===== src/design/ctm_pkg.sv =====
// Package of constants and types for the compact timer block.
// Assumes a single 40 MHz clock domain and an Avalon-MM register slave.

package ctm_pkg;

    // ************************************************************
    // Register map, word offsets in bytes.
    // ************************************************************
    localparam logic [4:0] CTM_OFS_CTRL0    = 5'h00;
    localparam logic [4:0] CTM_OFS_CTRL1    = 5'h04;
    localparam logic [4:0] CTM_OFS_CNT_LO   = 5'h08;
    localparam logic [4:0] CTM_OFS_CNT_HI   = 5'h0C;
    localparam logic [4:0] CTM_OFS_CMP_LO   = 5'h10;
    localparam logic [4:0] CTM_OFS_CMP_HI   = 5'h14;
    localparam logic [4:0] CTM_OFS_STATUS   = 5'h18;

    // ************************************************************
    // Reset values and widths.
    // ************************************************************
    localparam int         CTM_CNT_W        = 10;
    localparam logic [7:0] CTM_CTRL_RST     = 8'h00;
    localparam logic [9:0] CTM_CNT_RST      = 10'h000;
    localparam logic [1:0] CTM_STAT_RST     = 2'h0;
    localparam logic [7:0] CTM_RDATA_UNMAP  = 8'h00;

    // ************************************************************
    // Clock source selections and divider ratios.
    // ************************************************************
    localparam logic [2:0] CTM_CK_SYS4      = 3'h0;
    localparam logic [2:0] CTM_CK_SYS       = 3'h1;
    localparam logic [2:0] CTM_CK_H16       = 3'h2;
    localparam logic [2:0] CTM_CK_H64       = 3'h3;
    localparam logic [2:0] CTM_CK_SUB0      = 3'h4;
    localparam logic [2:0] CTM_CK_SUB1      = 3'h5;
    localparam logic [2:0] CTM_CK_PIN_RISE  = 3'h6;
    localparam logic [2:0] CTM_CK_PIN_FALL  = 3'h7;
    localparam int         CTM_DIV_SYS      = 4;
    localparam int         CTM_DIV_H16      = 16;
    localparam int         CTM_DIV_H64      = 64;

    // ************************************************************
    // Output action codes and modes.
    // ************************************************************
    localparam logic [1:0] CTM_IO_NONE      = 2'h0;
    localparam logic [1:0] CTM_IO_LOW       = 2'h1;
    localparam logic [1:0] CTM_IO_HIGH      = 2'h2;
    localparam logic [1:0] CTM_IO_TOGGLE    = 2'h3;

    typedef enum logic [1:0] {
        CTM_MODE_COMPARE = 2'h0,
        CTM_MODE_UNDEF   = 2'h1,
        CTM_MODE_PWM     = 2'h2,
        CTM_MODE_TIMER   = 2'h3
    } ctm_mode_t;

    // Control register 0 layout.
    typedef struct packed {
        logic       pause;
        logic [2:0] count_clock_select;
        logic       timer_on_control;
        logic [2:0] period_compare_value;
    } ctm_ctrl0_t;

    // Control register 1 layout.
    typedef struct packed {
        logic [1:0] mode;
        logic [1:0] io_action;
        logic       out_init;
        logic       out_invert;
        logic       duty_period_sel;
        logic       clear_on_a;
    } ctm_ctrl1_t;

endpackage : ctm_pkg


===== src/design/ctm_sync.sv =====
// Two-flop synchroniser for one level from outside the clock domain.
// Assumes the input is asynchronous to CLOCK.
`timescale 1ns/1ps
`default_nettype none

module ctm_sync (
    // Clock and reset.
    input  wire logic clk,
    input  wire logic rst_n,
    // Level in and out.
    input  wire logic d,
    output logic      q
);
    logic meta_q;

    always_ff @(posedge clk or negedge rst_n) begin
        if (!rst_n) begin
            meta_q <= 1'b0;
            q      <= 1'b0;
        end else begin
            meta_q <= d;
            q      <= meta_q;
        end
    end

endmodule : ctm_sync

`default_nettype wire


===== src/design/ctm_div.sv =====
// Free-running clock divider that emits one enable pulse per period.
// Assumes the source tick is a single-cycle pulse on the same clock.
`timescale 1ns/1ps
`default_nettype none

module ctm_div #(
    parameter int RATIO = 4
) (
    // Clock and reset.
    input  wire logic clk,
    input  wire logic rst_n,
    // Source tick and divided tick.
    input  wire logic tick_in,
    output logic      tick_out
);
    localparam int W = $clog2(RATIO);
    localparam logic [W-1:0] LAST = W'(RATIO - 1);

    logic [W-1:0] cnt_q;

    always_ff @(posedge clk or negedge rst_n) begin
        if (!rst_n) begin
            cnt_q    <= '0;
            tick_out <= 1'b0;
        end else begin
            tick_out <= tick_in && (cnt_q == LAST);
            if (tick_in) begin
                cnt_q <= (cnt_q == LAST) ? '0 : cnt_q + 1'b1;
            end
        end
    end

endmodule : ctm_div

`default_nettype wire


===== src/design/ctm_top.sv =====
// Compact timer: ten-bit up-counter, two comparators, two outputs, PWM.
// Assumes an Avalon-MM master on CLOCK; the high clock and the sub clock
// arrive as asynchronous square waves and are sampled on CLOCK.
`timescale 1ns/1ps
`default_nettype none

module ctm_top
    import ctm_pkg::*;
(
    // Clock and reset.
    input  wire logic        CLOCK,
    input  wire logic        RSTN,
    // Avalon-MM register slave.
    input  wire logic [4:0]  AVS_ADDRESS,
    input  wire logic        AVS_READ,
    input  wire logic        AVS_WRITE,
    input  wire logic [31:0] AVS_WRITEDATA,
    input  wire logic [3:0]  AVS_BYTEENABLE,
    output logic [31:0]      AVS_READDATA,
    output logic             AVS_WAITREQUEST,
    // Other internal clocks, sampled as levels.
    input  wire logic        INTERNAL_HIGH_CLOCK,
    input  wire logic        SUB_CLOCK,
    // Pin-shared selection for the timer pins.
    input  wire logic        PIN_SEL_COUNT_IN,
    input  wire logic        PIN_SEL_OUT_POS,
    input  wire logic        PIN_SEL_OUT_NEG,
    // External count pin.
    input  wire logic        EXTERNAL_COUNT_PIN,
    // Timer output pins.
    output logic             TIMER_OUT_POS,
    output logic             TIMER_OUT_POS_OE,
    output logic             TIMER_OUT_NEG,
    output logic             TIMER_OUT_NEG_OE,
    // Interrupt requests, one-cycle pulses.
    output logic             IRQ_COMPARE_A,
    output logic             IRQ_PERIOD
);

    // ************************************************************
    // Registers.
    // ************************************************************
    ctm_ctrl0_t  ctrl0_q;
    ctm_ctrl1_t  ctrl1_q;
    logic [9:0]  cnt_q;
    logic [9:0]  cmp_q;
    logic [7:0]  buf_q;
    logic [1:0]  stat_q;
    logic        out_q;
    logic        on_d1_q;
    logic        ack_q;
    logic        wreq_q;
    logic [7:0]  rd_q;

    // ************************************************************
    // Input synchronisers and edge detection.
    // ************************************************************
    logic pin_s;
    logic high_s;
    logic sub_s;
    logic pin_prev_q;
    logic high_prev_q;
    logic sub_prev_q;

    ctm_sync u_sync_pin (
        .clk   (CLOCK),
        .rst_n (RSTN),
        .d     (EXTERNAL_COUNT_PIN & PIN_SEL_COUNT_IN),
        .q     (pin_s)
    );
    ctm_sync u_sync_high (
        .clk   (CLOCK),
        .rst_n (RSTN),
        .d     (INTERNAL_HIGH_CLOCK),
        .q     (high_s)
    );
    ctm_sync u_sync_sub (
        .clk   (CLOCK),
        .rst_n (RSTN),
        .d     (SUB_CLOCK),
        .q     (sub_s)
    );

    always_ff @(posedge CLOCK or negedge RSTN) begin
        if (!RSTN) begin
            pin_prev_q  <= 1'b0;
            high_prev_q <= 1'b0;
            sub_prev_q  <= 1'b0;
        end else begin
            pin_prev_q  <= pin_s;
            high_prev_q <= high_s;
            sub_prev_q  <= sub_s;
        end
    end

    wire pin_rise  = pin_s & ~pin_prev_q;
    wire pin_fall  = ~pin_s & pin_prev_q;
    wire high_tick = high_s & ~high_prev_q;
    wire sub_tick  = sub_s & ~sub_prev_q;

    // ************************************************************
    // Clock source selection.
    // ************************************************************
    logic sys4_tick;
    logic h16_tick;
    logic h64_tick;

    ctm_div #(.RATIO(CTM_DIV_SYS)) u_div_sys (
        .clk      (CLOCK),
        .rst_n    (RSTN),
        .tick_in  (1'b1),
        .tick_out (sys4_tick)
    );
    ctm_div #(.RATIO(CTM_DIV_H16)) u_div_h16 (
        .clk      (CLOCK),
        .rst_n    (RSTN),
        .tick_in  (high_tick),
        .tick_out (h16_tick)
    );
    ctm_div #(.RATIO(CTM_DIV_H64)) u_div_h64 (
        .clk      (CLOCK),
        .rst_n    (RSTN),
        .tick_in  (high_tick),
        .tick_out (h64_tick)
    );

    logic count_tick;
    always_comb begin
        case (ctrl0_q.count_clock_select)
            CTM_CK_SYS4:     count_tick = sys4_tick;
            CTM_CK_SYS:      count_tick = 1'b1;
            CTM_CK_H16:      count_tick = h16_tick;
            CTM_CK_H64:      count_tick = h64_tick;
            CTM_CK_PIN_RISE: count_tick = pin_rise;
            CTM_CK_PIN_FALL: count_tick = pin_fall;
            default:         count_tick = sub_tick;
        endcase
    end

    // ************************************************************
    // Comparators.
    // ************************************************************
    ctm_mode_t mode;
    assign mode = ctm_mode_t'(ctrl1_q.mode);

    wire        on_rise  = ctrl0_q.timer_on_control & ~on_d1_q;
    wire        running  = ctrl0_q.timer_on_control & ~ctrl0_q.pause;
    wire        adv      = running & count_tick;
    wire [9:0]  cnt_inc  = cnt_q + 10'h001;
    wire        match_a  = adv && (cnt_inc == cmp_q);
    // A period field of zero matches on the wrap to zero, as overflow.
    wire        match_p  = adv
                          && (cnt_inc[9:7] == ctrl0_q.period_compare_value)
                          && (cnt_inc[6:0] == 7'h00);
    wire        overflow = adv && (cnt_q == 10'h3FF);
    wire        clr_a    = match_a & ctrl1_q.clear_on_a;
    wire        clr_p    = match_p & ~ctrl1_q.clear_on_a;
    // In PWM mode the duty select picks which comparator ends the period.
    wire        pwm_end  = ctrl1_q.duty_period_sel ? match_a : match_p;
    wire        pwm_duty = ctrl1_q.duty_period_sel ? match_p : match_a;

    // ************************************************************
    // Counter.
    // ************************************************************
    logic [9:0] cnt_d;
    always_comb begin
        if (on_rise) begin
            cnt_d = CTM_CNT_RST;
        end else if (!adv) begin
            cnt_d = cnt_q;
        end else if (mode == CTM_MODE_PWM) begin
            cnt_d = pwm_end ? CTM_CNT_RST : cnt_inc;
        end else if (clr_a || clr_p) begin
            cnt_d = CTM_CNT_RST;
        end else begin
            cnt_d = cnt_inc;
        end
    end

    // ************************************************************
    // Output level.
    // ************************************************************
    logic out_d;
    always_comb begin
        out_d = out_q;
        if (on_rise) begin
            out_d = ctrl1_q.out_init;
        end else if (mode == CTM_MODE_COMPARE && match_a) begin
            case (ctrl1_q.io_action)
                CTM_IO_LOW:    out_d = 1'b0;
                CTM_IO_HIGH:   out_d = 1'b1;
                CTM_IO_TOGGLE: out_d = ~out_q;
                default:       out_d = out_q;
            endcase
        end else if (mode == CTM_MODE_PWM) begin
            case (ctrl1_q.io_action)
                CTM_IO_NONE: out_d = ctrl1_q.out_init;
                CTM_IO_LOW:  out_d = ~ctrl1_q.out_init;
                CTM_IO_HIGH: begin
                    if (pwm_end && adv) begin
                        out_d = ~ctrl1_q.out_init;
                    end else if (pwm_duty) begin
                        out_d = ctrl1_q.out_init;
                    end
                end
                default: out_d = out_q;
            endcase
        end
    end

    // ************************************************************
    // Avalon-MM decode. Each access is answered one cycle after it
    // starts: waitrequest is high in the first cycle, low in the next.
    // ************************************************************
    wire        req      = (AVS_READ | AVS_WRITE) & ~ack_q;
    wire        wr_go    = AVS_WRITE & ack_q;
    wire        rd_go    = AVS_READ & ack_q;
    wire        lane0    = AVS_BYTEENABLE[0];
    wire        lane1    = AVS_BYTEENABLE[1];
    wire [7:0]  wdata    = AVS_WRITEDATA[7:0];
    wire        a_ctrl0  = AVS_ADDRESS == CTM_OFS_CTRL0;
    wire        a_ctrl1  = AVS_ADDRESS == CTM_OFS_CTRL1;
    wire        a_cnt_lo = AVS_ADDRESS == CTM_OFS_CNT_LO;
    wire        a_cnt_hi = AVS_ADDRESS == CTM_OFS_CNT_HI;
    wire        a_cmp_lo = AVS_ADDRESS == CTM_OFS_CMP_LO;
    wire        a_cmp_hi = AVS_ADDRESS == CTM_OFS_CMP_HI;
    wire        a_stat   = AVS_ADDRESS == CTM_OFS_STATUS;
    wire        stat_clr = wr_go & a_stat & lane0;

    logic [7:0] rd_mux;
    always_comb begin
        rd_mux = CTM_RDATA_UNMAP;
        if (a_ctrl0) rd_mux = ctrl0_q;
        if (a_ctrl1) rd_mux = ctrl1_q;
        if (a_cnt_lo || a_cmp_lo) rd_mux = buf_q;
        if (a_cnt_hi) rd_mux = {6'h00, cnt_q[9:8]};
        if (a_cmp_hi) rd_mux = {6'h00, cmp_q[9:8]};
        if (a_stat) rd_mux = {6'h00, stat_q};
    end

    // Sticky flags: hardware set wins over a software clear.
    wire [1:0] stat_d = (stat_clr ? (stat_q & ~wdata[1:0]) : stat_q)
                        | {match_p, match_a};

    // ************************************************************
    // State update.
    // ************************************************************
    always_ff @(posedge CLOCK or negedge RSTN) begin
        if (!RSTN) begin
            ctrl0_q <= CTM_CTRL_RST;
            ctrl1_q <= CTM_CTRL_RST;
            on_d1_q <= 1'b0;
            ack_q   <= 1'b0;
            wreq_q  <= 1'b1;
            rd_q    <= CTM_RDATA_UNMAP;
            stat_q  <= CTM_STAT_RST;
            cnt_q   <= CTM_CNT_RST;
            out_q   <= 1'b0;
        end else begin
            ack_q   <= req;
            wreq_q  <= ~req;
            on_d1_q <= ctrl0_q.timer_on_control;
            stat_q  <= stat_d;
            cnt_q   <= cnt_d;
            out_q   <= out_d;
            if (req) rd_q <= rd_mux;
            if (wr_go && a_ctrl0 && lane0) ctrl0_q <= ctm_ctrl0_t'(wdata);
            if (wr_go && a_ctrl1 && lane0) ctrl1_q <= ctm_ctrl1_t'(wdata);
        end
    end

    always_ff @(posedge CLOCK or negedge RSTN) begin
        if (!RSTN) begin
            cmp_q <= CTM_CNT_RST;
            buf_q <= 8'h00;
        end else if (wr_go && a_cmp_lo && lane0) begin
            buf_q <= wdata;
        end else if (wr_go && a_cmp_hi && lane0) begin
            cmp_q <= {wdata[1:0], buf_q};
        end else if (rd_go && a_cnt_hi) begin
            buf_q <= cnt_q[7:0];
        end else if (rd_go && a_cmp_hi) begin
            buf_q <= cmp_q[7:0];
        end
    end

    // ************************************************************
    // Output registers.
    // ************************************************************
    wire drive = ctrl0_q.timer_on_control && mode != CTM_MODE_TIMER;
    wire lvl   = out_q ^ ctrl1_q.out_invert;

    always_ff @(posedge CLOCK or negedge RSTN) begin
        if (!RSTN) begin
            TIMER_OUT_POS    <= 1'b0;
            TIMER_OUT_NEG    <= 1'b0;
            TIMER_OUT_POS_OE <= 1'b0;
            TIMER_OUT_NEG_OE <= 1'b0;
            IRQ_COMPARE_A    <= 1'b0;
            IRQ_PERIOD       <= 1'b0;
        end else begin
            TIMER_OUT_POS    <= lvl;
            TIMER_OUT_NEG    <= ~lvl;
            TIMER_OUT_POS_OE <= drive & PIN_SEL_OUT_POS;
            TIMER_OUT_NEG_OE <= drive & PIN_SEL_OUT_NEG;
            IRQ_COMPARE_A    <= match_a;
            IRQ_PERIOD       <= match_p | overflow;
        end
    end

    assign AVS_READDATA    = {24'h000000, rd_q};
    assign AVS_WAITREQUEST = wreq_q;

endmodule : ctm_top

`default_nettype wire


===== config.mk =====
export PLATFORM = sky130hd
export DESIGN_NAME = ctm_top
export DESIGN_NICKNAME = d
export VERILOG_FILES = /design/src/design/ctm_pkg.sv /design/src/design/ctm_sync.sv /design/src/design/ctm_div.sv /design/src/design/ctm_top.sv
export SDC_FILE = /design/constraint.sdc
export NUM_CORES = 1
export LEC_CHECK = 0
export BUFFER_PORTS_ARGS = -buffer_cell sky130_fd_sc_hd__buf_2
export CAP_MARGIN = 20
export CORE_MARGIN = 8
export CORE_UTILIZATION = 52
export CTS_BUF_LIST = sky130_fd_sc_hd__clkbuf_2 sky130_fd_sc_hd__clkbuf_4 sky130_fd_sc_hd__clkbuf_8
export DETAILED_ROUTE_END_ITERATION = 7
export GPL_ROUTABILITY_DRIVEN = 0
export PLACE_DENSITY = 0.75
export SYNTH_ARGS = -nofsm -noshare
export SYNTH_HDL_FRONTEND = slang
export SYNTH_SLANG_ARGS = --single-unit

===== constraint.sdc =====
create_clock -name CLOCK -period 3 [get_ports CLOCK]
set_clock_uncertainty 0.15 [all_clocks]
set_input_delay 0.45 -clock CLOCK [delete_from_list [all_inputs] [get_ports CLOCK]]
set_output_delay 0.45 -clock CLOCK [all_outputs]
set_load 0.05 [all_outputs]

### Word-level counts from Yosys, hierarchy flattened

Cells that the tools add are included.
Widths: inputs -> output; s select.

* register bits after elaboration: 88
* bits of input ports: 51
* output and inout bits: 39

* add/sub/neg operators: 4
* equal/unequal tests: 25
* multiplexer cells: 29
* bitwise logic cells: 36
* reductions and logical operators: 33

Operator list (count)
* $mux 8: 10
* $mux 10: 5
* $logic_and 1x1->1: 19
* $and 1x1->1: 17
* $eq 5x5->1 const B: 3
* $not 1->1: 13
* $add 10x1->10 const B: 1
* $eq 10x10->1: 1
* $eq 10x10->1 const B: 1
* $eq 5x4->1 const B: 2
* $eq 2x2->1 const B: 4
* $logic_not 7->1: 1
* $mux 1: 7
* $add 6x1->6 const B: 1
* $eq 3x2->1 const B: 2
* $eq 3x3->1 const B: 2
* $eq 6x6->1 const B: 1
* $mux 6: 1
* $pmux 1 s3: 2
* $pmux 1 s6: 1
* $reduce_bool 3->1: 2
* $eq 5x3->1 const B: 1
* $logic_not 5->1: 1
* $ne 5x2->1 const B: 1
* 22 further kinds: 28

### Depth between registers and ports, before layout

Gate-level depths: netlist (run 1).

* depth in word-level cells: 13
* gate-level depth with buffers: 11

### Hierarchy

From an unflattened synthesis (run 1), not the netlist that was laid out.

* cell total of the unflattened synthesis: 470
* area, all modules: 4875.9 um2

Modules (own cells, without submodules)
* ctm_top: times used 1, cells each 414, area an instance 4078.9 um2, sequential area each 1677.9 um2
* ctm_div (u_div_h64): times used 1, cells each 25, area an instance 301.5 um2, sequential area each 175.2 um2
* ctm_div (u_div_h16): times used 1, cells each 17, area an instance 219.0 um2, sequential area each 125.1 um2
* ctm_sync: times used 3, cells each 2, area an instance 50.0 um2, sequential area each 50.0 um2
* ctm_div (u_div_sys): times used 1, cells each 8, area an instance 126.4 um2, sequential area each 75.1 um2

### Least setup slack after synthesis (run 1)

No wires, ideal clock.

* path type: flip-flop to flip-flop
* start: register cnt_q[1]
* end: register out_q
* setup time: 80 ps
* arrival: 2825 ps
* required time: 2770 ps
* slack: -55 ps
* cell stages (with the launch flop): 10
* path buffers: 0
* period minus slack after synthesis: 3055 ps
* cells stage by stage: dfrtp_1 > ha_1 > xnor2_1 > o21ai_0 > or4_1 > or4_4 > or4_1 > a31oi_1 > o311ai_1 > o211ai_2

* word-level cells in the longest chain between the ends: 11
* elaborated cells on any way between the ends: 21

RTL lines
* from (decl): RTL line ctm_top.sv:45 `logic [9:0] cnt_q;`
* from (signal assigned): RTL line ctm_top.sv:264 `cnt_q <= cnt_d;`
* $add 10x1->10 (*): RTL line ctm_top.sv:149 `wire [9:0] cnt_inc = cnt_q + 10'h001;`
* $eq 3x3->1: RTL line ctm_top.sv:153 `&& (cnt_inc[9:7] == ctrl0_q.period_compare_value)`
* $logic_and 1x1->1: RTL line ctm_top.sv:153
* $logic_and 1x1->1: RTL line ctm_top.sv:154 `&& (cnt_inc[6:0] == 7'h00);`
* $mux 1: RTL line ctm_top.sv:159 `wire pwm_end = ctrl1_q.duty_period_sel ? match_a : match_p;`
* $logic_and 1x1->1: RTL line ctm_top.sv:200 `if (pwm_end && adv) begin`
* $mux 1: RTL line ctm_top.sv:200
* $pmux 1 s3: RTL line ctm_top.sv:196 `case (ctrl1_q.io_action)`
* $mux 1: RTL line ctm_top.sv:195 `end else if (mode == CTM_MODE_PWM) begin`
* $mux 1: RTL line ctm_top.sv:188 `end else if (mode == CTM_MODE_COMPARE && match_a) begin`
* $mux 1: RTL line ctm_top.sv:186 `if (on_rise) begin`
* to (signal assigned): RTL line ctm_top.sv:265 `out_q <= out_d;`
* to (decl): RTL line ctm_top.sv:49 `logic out_q;`

Mark *: on every way between the ends. The rest lies on a longest branch, timed or not. The select of a mux whose other input is x is not followed.
A chain may end at the register's enable or synchronous reset.

### Worst setup path in the final report (run 1)

* start: register cnt_q[0]
* end: register out_q

* elaborated cells on any way between the ends: 21

RTL lines
* $add 10x1->10 (*): RTL line ctm_top.sv:149
* $eq 10x10->1 (*): RTL line ctm_top.sv:150 `wire match_a = adv && (cnt_inc == cmp_q);`
* $logic_and 1x1->1 (*): RTL line ctm_top.sv:150
* net match_a: RTL line ctm_top.sv:150
* $mux 1: RTL line ctm_top.sv:159
* $logic_and 1x1->1: RTL line ctm_top.sv:200
* $mux 1: RTL line ctm_top.sv:200
* $pmux 1 s3: RTL line ctm_top.sv:196
* $mux 1: RTL line ctm_top.sv:195
* $mux 1: RTL line ctm_top.sv:188
* $mux 1: RTL line ctm_top.sv:186

The timed path passes the listed nets; every way through them passes the cells marked *. The select of a mux whose other input is x is not followed.

==> results of run 1 <==
## worst max-delay path: stages (launching register included)
cell and delay, ps:
dfrtp_2 460, buf_4 150, buf_4 150, xnor2_1 120, or4_4 540, or4_4 530
nor3_4 230, mux2i_1 100, o311ai_1 310, o211ai_2 150
## repair_timing
action                     CTS  global route
setup buffers                1             0
pin swaps                    5             8
hold buffers                 1             0
gates resized for setup      7             9
setup endpoints to repair    9            10
hold endpoints to repair    43             0
cloned                       0             0
## routing by layer
layer | up-vias | part of all wire, %
met5 | - | 0
met4 | 0 | 1.7
met3 | 25 | 8.3
met2 | 170 | 49
met1 | 1961 | 41
li1 | 1904 | -
## kinds of logic (layout without fill, tap and decap cells)
| logic type | count (synthesis) | in the layout |
|---|---|---|
| AO/OA/AOI/OAI | 106 | 106 |
| XOR/XNOR | 18 | 18 |
| adder cells (fa/ha/maj) | 9 | 9 |
| buffers and inverters | 57 | 107 |
| flip-flops | 88 | 88 |
| multiplexers | 37 | 37 |
| other | 1 | 24 |
| AND/OR/NAND/NOR | 182 | 182 |
## cells in the mapped netlist, drive strengths merged, types with 3 or more instances
master  instances  share of area (%)
mux2i          10                2.0
a21oi           7               0.71
o211ai          6                1.0
and3            8                1.0
a22o            6                1.1
mux2           27                6.2
buf            31                4.5
nor4            6               0.76
nand3          15                1.5
or4             8                1.5
clkbuf         14                1.1
o21ai          37                3.8
nor2b           7               0.89
nand4           7                1.0
xor2            7                1.2
o22ai           4               0.51
inv            11               0.84
nand2          70                5.4
nor3           11                1.2
a21o            9                1.4
nor2           20                1.5
a31oi           5               0.94
nand2b          8                1.0
o31ai           3               0.46
dfrtp          87                 44
a22oi           9                1.4
xnor2          10                1.8
ha              9                2.3
## final cells by class
cell class	count	area, um2
fill	779	3540
inverter	12	48.8
timing repair buffer	79	528
clock buffer	11	145
clock inverter	5	37.5
multi-input combinational	376	2570
sequential	88	2210
tap	129	161
## registers in the layout (all words and copies together) (netlist names), 4 cells and up
name,cells
buf_q,8
cmp_q,10
cnt_q,10
ctrl0_q,8
ctrl1_q,6
rd_q,8
u_div_h16.cnt_q,4
u_div_h64.cnt_q,6
## through the flow
| stage | utilization, % | worst slack (ps) | area, um2 | power, mW |
|---|---|---|---|---|
| after floorplan | - | 22.8 | 5030 | 1.79 |
| after global placement | 58.8 | -68.6 | 5430 | 1.92 |
| after detailed placement | 58.8 | -139 | 5430 | 1.95 |
| after CTS | 61.3 | -43.9 | 5660 | 2.74 |
| after global routing | 61.7 | -95.5 | 5700 | 2.87 |
| final | 61.7 | -17.4 | 5700 | 2.73 |
## power breakdown
group / total, mW / internal (mW) / switching, mW
Clock: 0.766 / 0.337 / 0.429
Sequential: 1.40 / 1.29 / 0.113
Combinational: 0.564 / 0.219 / 0.345
Total: 2.73 / 1.85 / 0.887
## worst paths after layout
check                      slack, ps           startpoint  depth (start not counted)                 end
setup reg to reg                 -20             cnt_q[0]                          9               out_q
max in group asynchronous       1390                 RSTN                          3     AVS_WAITREQUEST
hold reg to reg                  210    u_sync_sub.meta_q                          0        u_sync_sub.q
setup / recovery                 -20             cnt_q[0]                          9               out_q
min in group asynchronous        490                 RSTN                          2            cmp_q[8]
hold / removal                    40  INTERNAL_HIGH_CLOCK                          1  u_sync_high.meta_q
==> impl_metrics.ini, run 1 <==
[yosys]
synthMuxAreaShare_pct = 8.19
syn_inst = 498
yosys_warnings = 0
ys_seq_elements = 88
yosys.area_share.simple_pct = 19.5
ys.flop_type = dfrtp_1
synth_compound_area_share_pct = 15.3
synth_edf_count = 0
synth-async-reset-ratio_pct = 100
synth-xor-area-share_pct = 3.47
netlist_area_um2 = 4930
synth.distinct_cells = 71
synth_top_family_by_area = simple AND/OR/NAND/NOR gates
avgSynthCellArea_um2 = 9.91
seq_area_frac_synth_pct = 44.7
synthAdderAreaFrac_pct = 2.28

[sta]
fin_crit_ps = 3020
drv_slew = 0
fin_setup_tns_ps = -17.4
period_share_pct = 101
hold_viol = 0
rsz0062_at_grt = true
fin_ws_ps = -17.4
clock.fmax_mhz = 331
relSlewSlack_pct = 53.5
max_slew.worst_pin.slew_ps = 693
finalSetupViolCount = 1
hold_slack_ps = 37.3

[route]
drt_iter0_drc = 263
post_drt_wl_per_cell_um = 17.5
postRouteAntennaNets = 0
drt_first_pass_iters = 5
avgViaCountPerCell = 5.80
num_vias = 4060
routed_wl_um = 12200
remaining_drc_errors = 0

[floorplan]
fp.dieW_um = 113
std_cell_rows = 35
initial_core_util_pct = 53.4
die_area_um2 = 12900
core_area_um2 = 9240
ios = 90
die_h_um = 113

[global_route]
grt_pass1_wl_um = 20200
met2_usage_pct = 33.6
grt_busiest_layer = met2
grt_pass1_vias = 4065
grtUsageMet3_pct = 5.07
use_met1_pct = 23.5
track_usage_pct = 19.6
grt_max_degree = 46
grt_antenna_before_repair = 0
grt_overflow = 0

[outcome]
status = finished with violations
violations = setup timing

[placement]
dp_hpwl_um = 9280
port_buffers = 38
dp_cells = 682

[critical_path]
cp_max_fo = 4
criticalPathCategory = reg2reg
cp.arrival_ps = 3100
critPathLaunchType = flop
critPathCaptureType = flop
critPathRequiredTime_ps = 3080

[cts]
clk_latency_ps = 360
htree_levels = 3
cts_tree = built
cts_buffers = 9
clock-sinks = 88
clk_pin_slew_ps = 90
clockRootBuffer = clkbuf_8
clock_path_buffers = 2

[layout]
nets = 626
stdcell_count = 700
antenna_cells = 0
mostFrequentLayoutCells = 83 x dfrtp_1, 68 x nand2_1, 39 x buf_4
areaGrowthSynthToFinish_pct = 15.5
final_common_cell = dfrtp_1
drive_gt1_share_pct = 26.1

[power_and_ir_drop]
ir_drop_mv = 0.331
leakagePower_nw = 2.74
p_per_area_nw_per_um2 = 480

[min_path]
worst_hold_path_type = in2reg

[flow_run]
drv_cap = 0
(Power assumes the default switching activity.)
==> run 2, diff against run 1 <==
--- a/config.mk
+++ b/config.mk
@@ -15,4 +15,5 @@
 export PLACE_DENSITY = 0.75
 export SYNTH_ARGS = -nofsm -noshare
 export SYNTH_HDL_FRONTEND = slang
+export SYNTH_HIERARCHICAL = 1
 export SYNTH_SLANG_ARGS = --single-unit
==> impl_metrics.ini, run 2 <==
[sta]
hold_viol = 0
hold_slack_ps = 25.6
relSlewSlack_pct = 42.1
fin_crit_ps = 2910
finalSetupViolCount = 0
period_share_pct = 96.9
clock.fmax_mhz = 344
rsz0062_at_grt = true
drv_slew = 0
max_slew.worst_pin.slew_ps = 867

[critical_path]
critical-path-top-delay-family = simple AND/OR/NAND/NOR gates
r2r_slack_ps = 90
critPathCaptureType = flop
cp.arrival_ps = 3010
criticalPathCategory = reg2reg
critPathRequiredTime_ps = 3110
critPathLaunchType = flop
critical_path.max_stage_delay_ps = 510
path_cells = ha_2 > nand3_4 > and2_1 > or3_1 > a2111o_1 > nor3_4 > a21oi_2 > buf_4 > a31oi_1 > a31oi_1
cp_max_fo = 17
crit_buf_inv = 1
slowest_stage = a2111o_1
cpMostUsedCell = a31oi_1

[power_and_ir_drop]
p_total_mw = 2.88
ir_drop_mv = 0.336
p_per_area_nw_per_um2 = 526
leakagePower_nw = 2.59

[yosys]
ys.flop_type = dfrtp_1
netlist_area_um2 = 4880
synth_edf_count = 0
seq_area_frac_synth_pct = 45.2
yosys_warnings = 6
syn_inst = 470
ys_top_cells_by_count = 87 x dfrtp_1, 36 x nand2_1, 27 x mux2_2
synth.distinct_cells = 67
yosys.area.top_type = dfrtp_1
yosysMostFrequentCell = dfrtp_1
avgSynthCellArea_um2 = 10.4
synth-async-reset-ratio_pct = 100
ys_seq_elements = 88
netlist_top_cells_area = dfrtp_1 45%, mux2_2 6.2%, buf_4 4.0%, nand2_1 2.8%, mux2i_1 2.5%
yosysTopAreaCellShare_pct = 44.6

[cts]
clk_latency_ps = 380
clockRootBuffer = clkbuf_8
cts_tree = built
clk_pin_slew_ps = 110
htree_levels = 3
cts_buffers = 9
clock_path_buffers = 2
clock-sinks = 88

[layout]
drive_gt1_share_pct = 25.2
areaGrowthSynthToFinish_pct = 12.2
fillCellCount = 764
antenna_cells = 0
multi_input_area_um2 = 2460
register_area_um2 = 2200
final_common_cell = dfrtp_1
top_regs = cmp_q: 10 flops, cnt_q: 10 flops
nets = 591
mostFrequentLayoutCells = 87 x dfrtp_1, 37 x buf_2, 36 x nand2_1

[placement]
port_buffers = 38
dp_hpwl_um = 8880

[route]
routed_wl_um = 11900
drt_iter0_drc = 371
drt_first_pass_iters = 5
num_vias = 3887
post_drt_wl_per_cell_um = 18.4
postRouteAntennaNets = 0
remaining_drc_errors = 0
avgViaCountPerCell = 6.01

[floorplan]
initial_core_util_pct = 53.3
die_h_um = 113
die_area_um2 = 12700
core_area_um2 = 9150
std_cell_rows = 35
ios = 90
fp.dieW_um = 113

[global_route]
grt_antenna_before_repair = 0
grt_pass1_vias = 3921
grt_overflow = 0
grt_max_degree = 52
grt_pass1_wl_um = 19500
track_usage_pct = 19.1

[outcome]
status = finished clean

[flow_run]
drv_cap = 0

[min_path]
worst_hold_path_type = in2reg
run 2: cell count changes after synthesis, moves of 6 or more:
cell	change
a222oi_1	+10
o21ai_0	-14
a21oi_2	+6
nand2_1	-33
nor3_1	-7
a21oi_1	+13
o21ai_1	+11
a22oi_1	-9
nand3_1	-7
run 2: cells by family (layout without fill, tap and decap cells):
logic type | count (synthesis) | in the layout | synth area share [%]
buffers and inverters | 55 | 95 | 6.72
XOR/XNOR | 18 | 18 | 4.08
flip-flops | 88 | 88 | 45.2
multiplexers | 40 | 40 | 9.01
AO/OA/AOI/OAI | 107 | 107 | 14.8
other | 2 | 28 | 0.154
AND/OR/NAND/NOR | 151 | 151 | 17.7
adder cells (fa/ha/maj) | 9 | 9 | 2.31
run 2: path summary, 6_finish.rpt:
check,endpoint,from,cells after the start
setup reg to reg,cnt_q[6],cnt_q[1],10
setup / recovery,cnt_q[6],cnt_q[1],10
hold / removal,u_sync_sub/meta_q,SUB_CLOCK,1
min in group asynchronous,cnt_q[3],RSTN,2
max in group asynchronous,AVS_WAITREQUEST,RSTN,3
hold reg to reg,u_sync_sub/q,u_sync_sub/meta_q,0
run 2: layer usage:
metal,vias up,global-route usage [%],routed length (um)
met4,0,8.09,235
li1,1791,-,-
met3,20,4.05,793
met5,-,0,0
met2,154,30.4,5780
met1,1922,24.7,5120
run 2: layout make-up:
| cell class | count | area share (%) |
|---|---|---|
| Multi-Input combinational cell | 353 | 45.0 |
| Sequential cell | 88 | 40.3 |
| Clock buffer | 9 | 2.26 |
| Inverter | 9 | 0.618 |
| Timing Repair Buffer | 70 | 7.96 |
| Tap cell | 111 | 2.54 |
| Clock inverter | 7 | 1.35 |
run 2: what timing repair did:
item / CTS / global route
endpoints found under the hold margin: 48 / 0
resized for setup: 0 / 4
setup endpoints to repair: 0 / 6
hold buffers: 1 / 0
setup buffers: 0 / 1
run 2: power breakdown:
part	leakage [nW]	switching (mW)	internal, mW
clock network	0.0942	0.505	0.327
registers	1.16	0.131	1.32
logic	1.34	0.360	0.236
total	2.59	0.996	1.88
run 2: stage by stage:
stage	cells	util, %	worst slack [ps]	setup TNS [ps]	cell area [um2]
floorplan	496	-	236	0	4970
global placement	629	57.2	167	0	5240
detailed placement	629	57.2	92.1	0	5240
CTS	646	59.5	68.0	0	5440
global route	647	59.8	-26.7	-72.5	5470
finish	647	59.8	92.7	0	5470
==> run 3, diff against run 2 <==
--- a/config.mk
+++ b/config.mk
@@ -7,7 +7,7 @@
 export LEC_CHECK = 0
 export BUFFER_PORTS_ARGS = -buffer_cell sky130_fd_sc_hd__buf_2
 export CAP_MARGIN = 20
-export CORE_MARGIN = 8
+export CORE_MARGIN = 3
 export CORE_UTILIZATION = 52
 export CTS_BUF_LIST = sky130_fd_sc_hd__clkbuf_2 sky130_fd_sc_hd__clkbuf_4 sky130_fd_sc_hd__clkbuf_8
 export DETAILED_ROUTE_END_ITERATION = 7
==> impl_metrics.ini, run 3 (synthesized netlist as in run 2, its figures left out) <==
[layout]
top_regs = cmp_q: 10 flops, cnt_q: 10 flops
mostFrequentLayoutCells = 86 x dfrtp_1, 37 x buf_2, 36 x nand2_1
areaGrowthSynthToFinish_pct = 11.8
drive_gt1_share_pct = 24.2
antenna_cells = 0
final_common_cell = dfrtp_1
nets = 588

[critical_path]
cp_max_fo = 17
critPathRequiredTime_ps = 3110
cp.arrival_ps = 2990
r2r_slack_ps = 120
criticalPathCategory = reg2reg
critPathLaunchType = flop
critPathCaptureType = flop

[power_and_ir_drop]
pwr-share-comb_pct = 20.9
ir_drop_mv = 0.277
p_per_area_nw_per_um2 = 524
p_total_mw = 2.86
leakagePower_nw = 2.59
p_clk_share_pct = 28.5
p_int_mw = 1.88
seq_power_share_pct = 50.7
swShare_pct = 34.2
p_sw_mw = 0.977

[global_route]
grt_pass1_vias = 3666
grt_max_degree = 89
track_usage_pct = 22.9
grt_overflow = 0
grt_pass1_wl_um = 18600
grt_antenna_before_repair = 0

[min_path]
worst_hold_path_type = in2reg

[sta]
clock.fmax_mhz = 347
fin_setup_tns_ps = 0
period_share_pct = 95.9
drv_slew = 0
fin_crit_ps = 2880
finalSetupViolCount = 0
max_slew.worst_pin.slew_ps = 943
hold_viol = 0
rsz0062_at_grt = false
relSlewSlack_pct = 37.0

[cts]
clockRootBuffer = clkbuf_8
htree_levels = 3
clock_path_buffers = 2
cts_buffers = 9
clk_pin_slew_ps = 100
clk_latency_ps = 360
cts_tree = built
clock-sinks = 88

[floorplan]
std_cell_rows = 34
initial_core_util_pct = 54.6
fp.dieW_um = 103
core_area_um2 = 8930
ios = 90
die_area_um2 = 10600
die_h_um = 103

[placement]
dp_hpwl_um = 8300
port_buffers = 38

[route]
drt_iter0_drc = 399
avgViaCountPerCell = 6.09
num_vias = 3906
post_drt_wl_per_cell_um = 17.8
routed_wl_um = 11400
drt_first_pass_iters = 5
remaining_drc_errors = 0
postRouteAntennaNets = 0

[outcome]
status = finished clean

[flow_run]
drv_cap = 0
run 3: area by class of cell:
type / count / area [um2]
Inverter: 9 / 33.8
Clock inverter: 7 / 73.8
Timing Repair Buffer: 67 / 438
Multi-Input combinational cell: 353 / 2440
Clock buffer: 9 / 124
Fill cell: 739 / 3480
Sequential cell: 88 / 2200
Tap cell: 108 / 135
run 3: final timing paths:
kind	from	endpoint	cells past startpoint
max in group asynchronous	RSTN	cmp_q[4]	3
worst max-delay path	cnt_q[1]	cnt_q[0]	9
worst min-delay path	INTERNAL_HIGH_CLOCK	u_sync_high/meta_q	1
worst max register to register	cnt_q[1]	cnt_q[0]	9
worst min register to register	u_sync_high/meta_q	u_sync_high/q	0
min in group asynchronous	RSTN	cnt_q[3]	3
run 3: metrics by stage:
step	instance area, um2	std cells	util, %	setup WS (ps)	hold WS [ps]
floorplan	4970	496	-	236	4.41
global placement	5240	623	58.6	188	186
detailed placement	5240	623	58.6	129	189
CTS	5440	640	60.9	110	24.5
global route	5450	641	61.0	16.1	23.5
finish	5450	641	61.0	122	37.0
run 3: repair_timing:
action | CTS | global route
hold endpoints to repair | 64 | 0
resized for setup | 0 | 1
hold buffers | 1 | 0
setup buffers | 0 | 1
setup endpoints to repair | 0 | 10
run 3: per-layer routing:
metal | vias up | global-route usage [%] | wire, um
li1 | 1789 | - | -
met1 | 1902 | 32.0 | 4800
met2 | 190 | 35.8 | 5420
met3 | 25 | 3.52 | 872
met4 | 0 | 9.56 | 297
met5 | - | 0 | 0
run 3: critical path, cell delays in order (launching register included):
cell	delay (ps)
dfrtp_2	420
ha_1	260
nand3_4	140
and2_1	190
or3_1	370
a2111o_1	470
nor3_4	260
a21oi_2	100
buf_12	160
mux2_2	250
run 3: power groups by stage:
stage	logic, mW	clock network, mW	registers (mW)
after detailed placement	0.593	0	1.47
final	0.596	0.814	1.45
after CTS	0.595	0.830	1.45
after floorplan	0.423	0	1.48
after global routing	0.651	0.877	1.47
after global placement	0.565	0	1.46
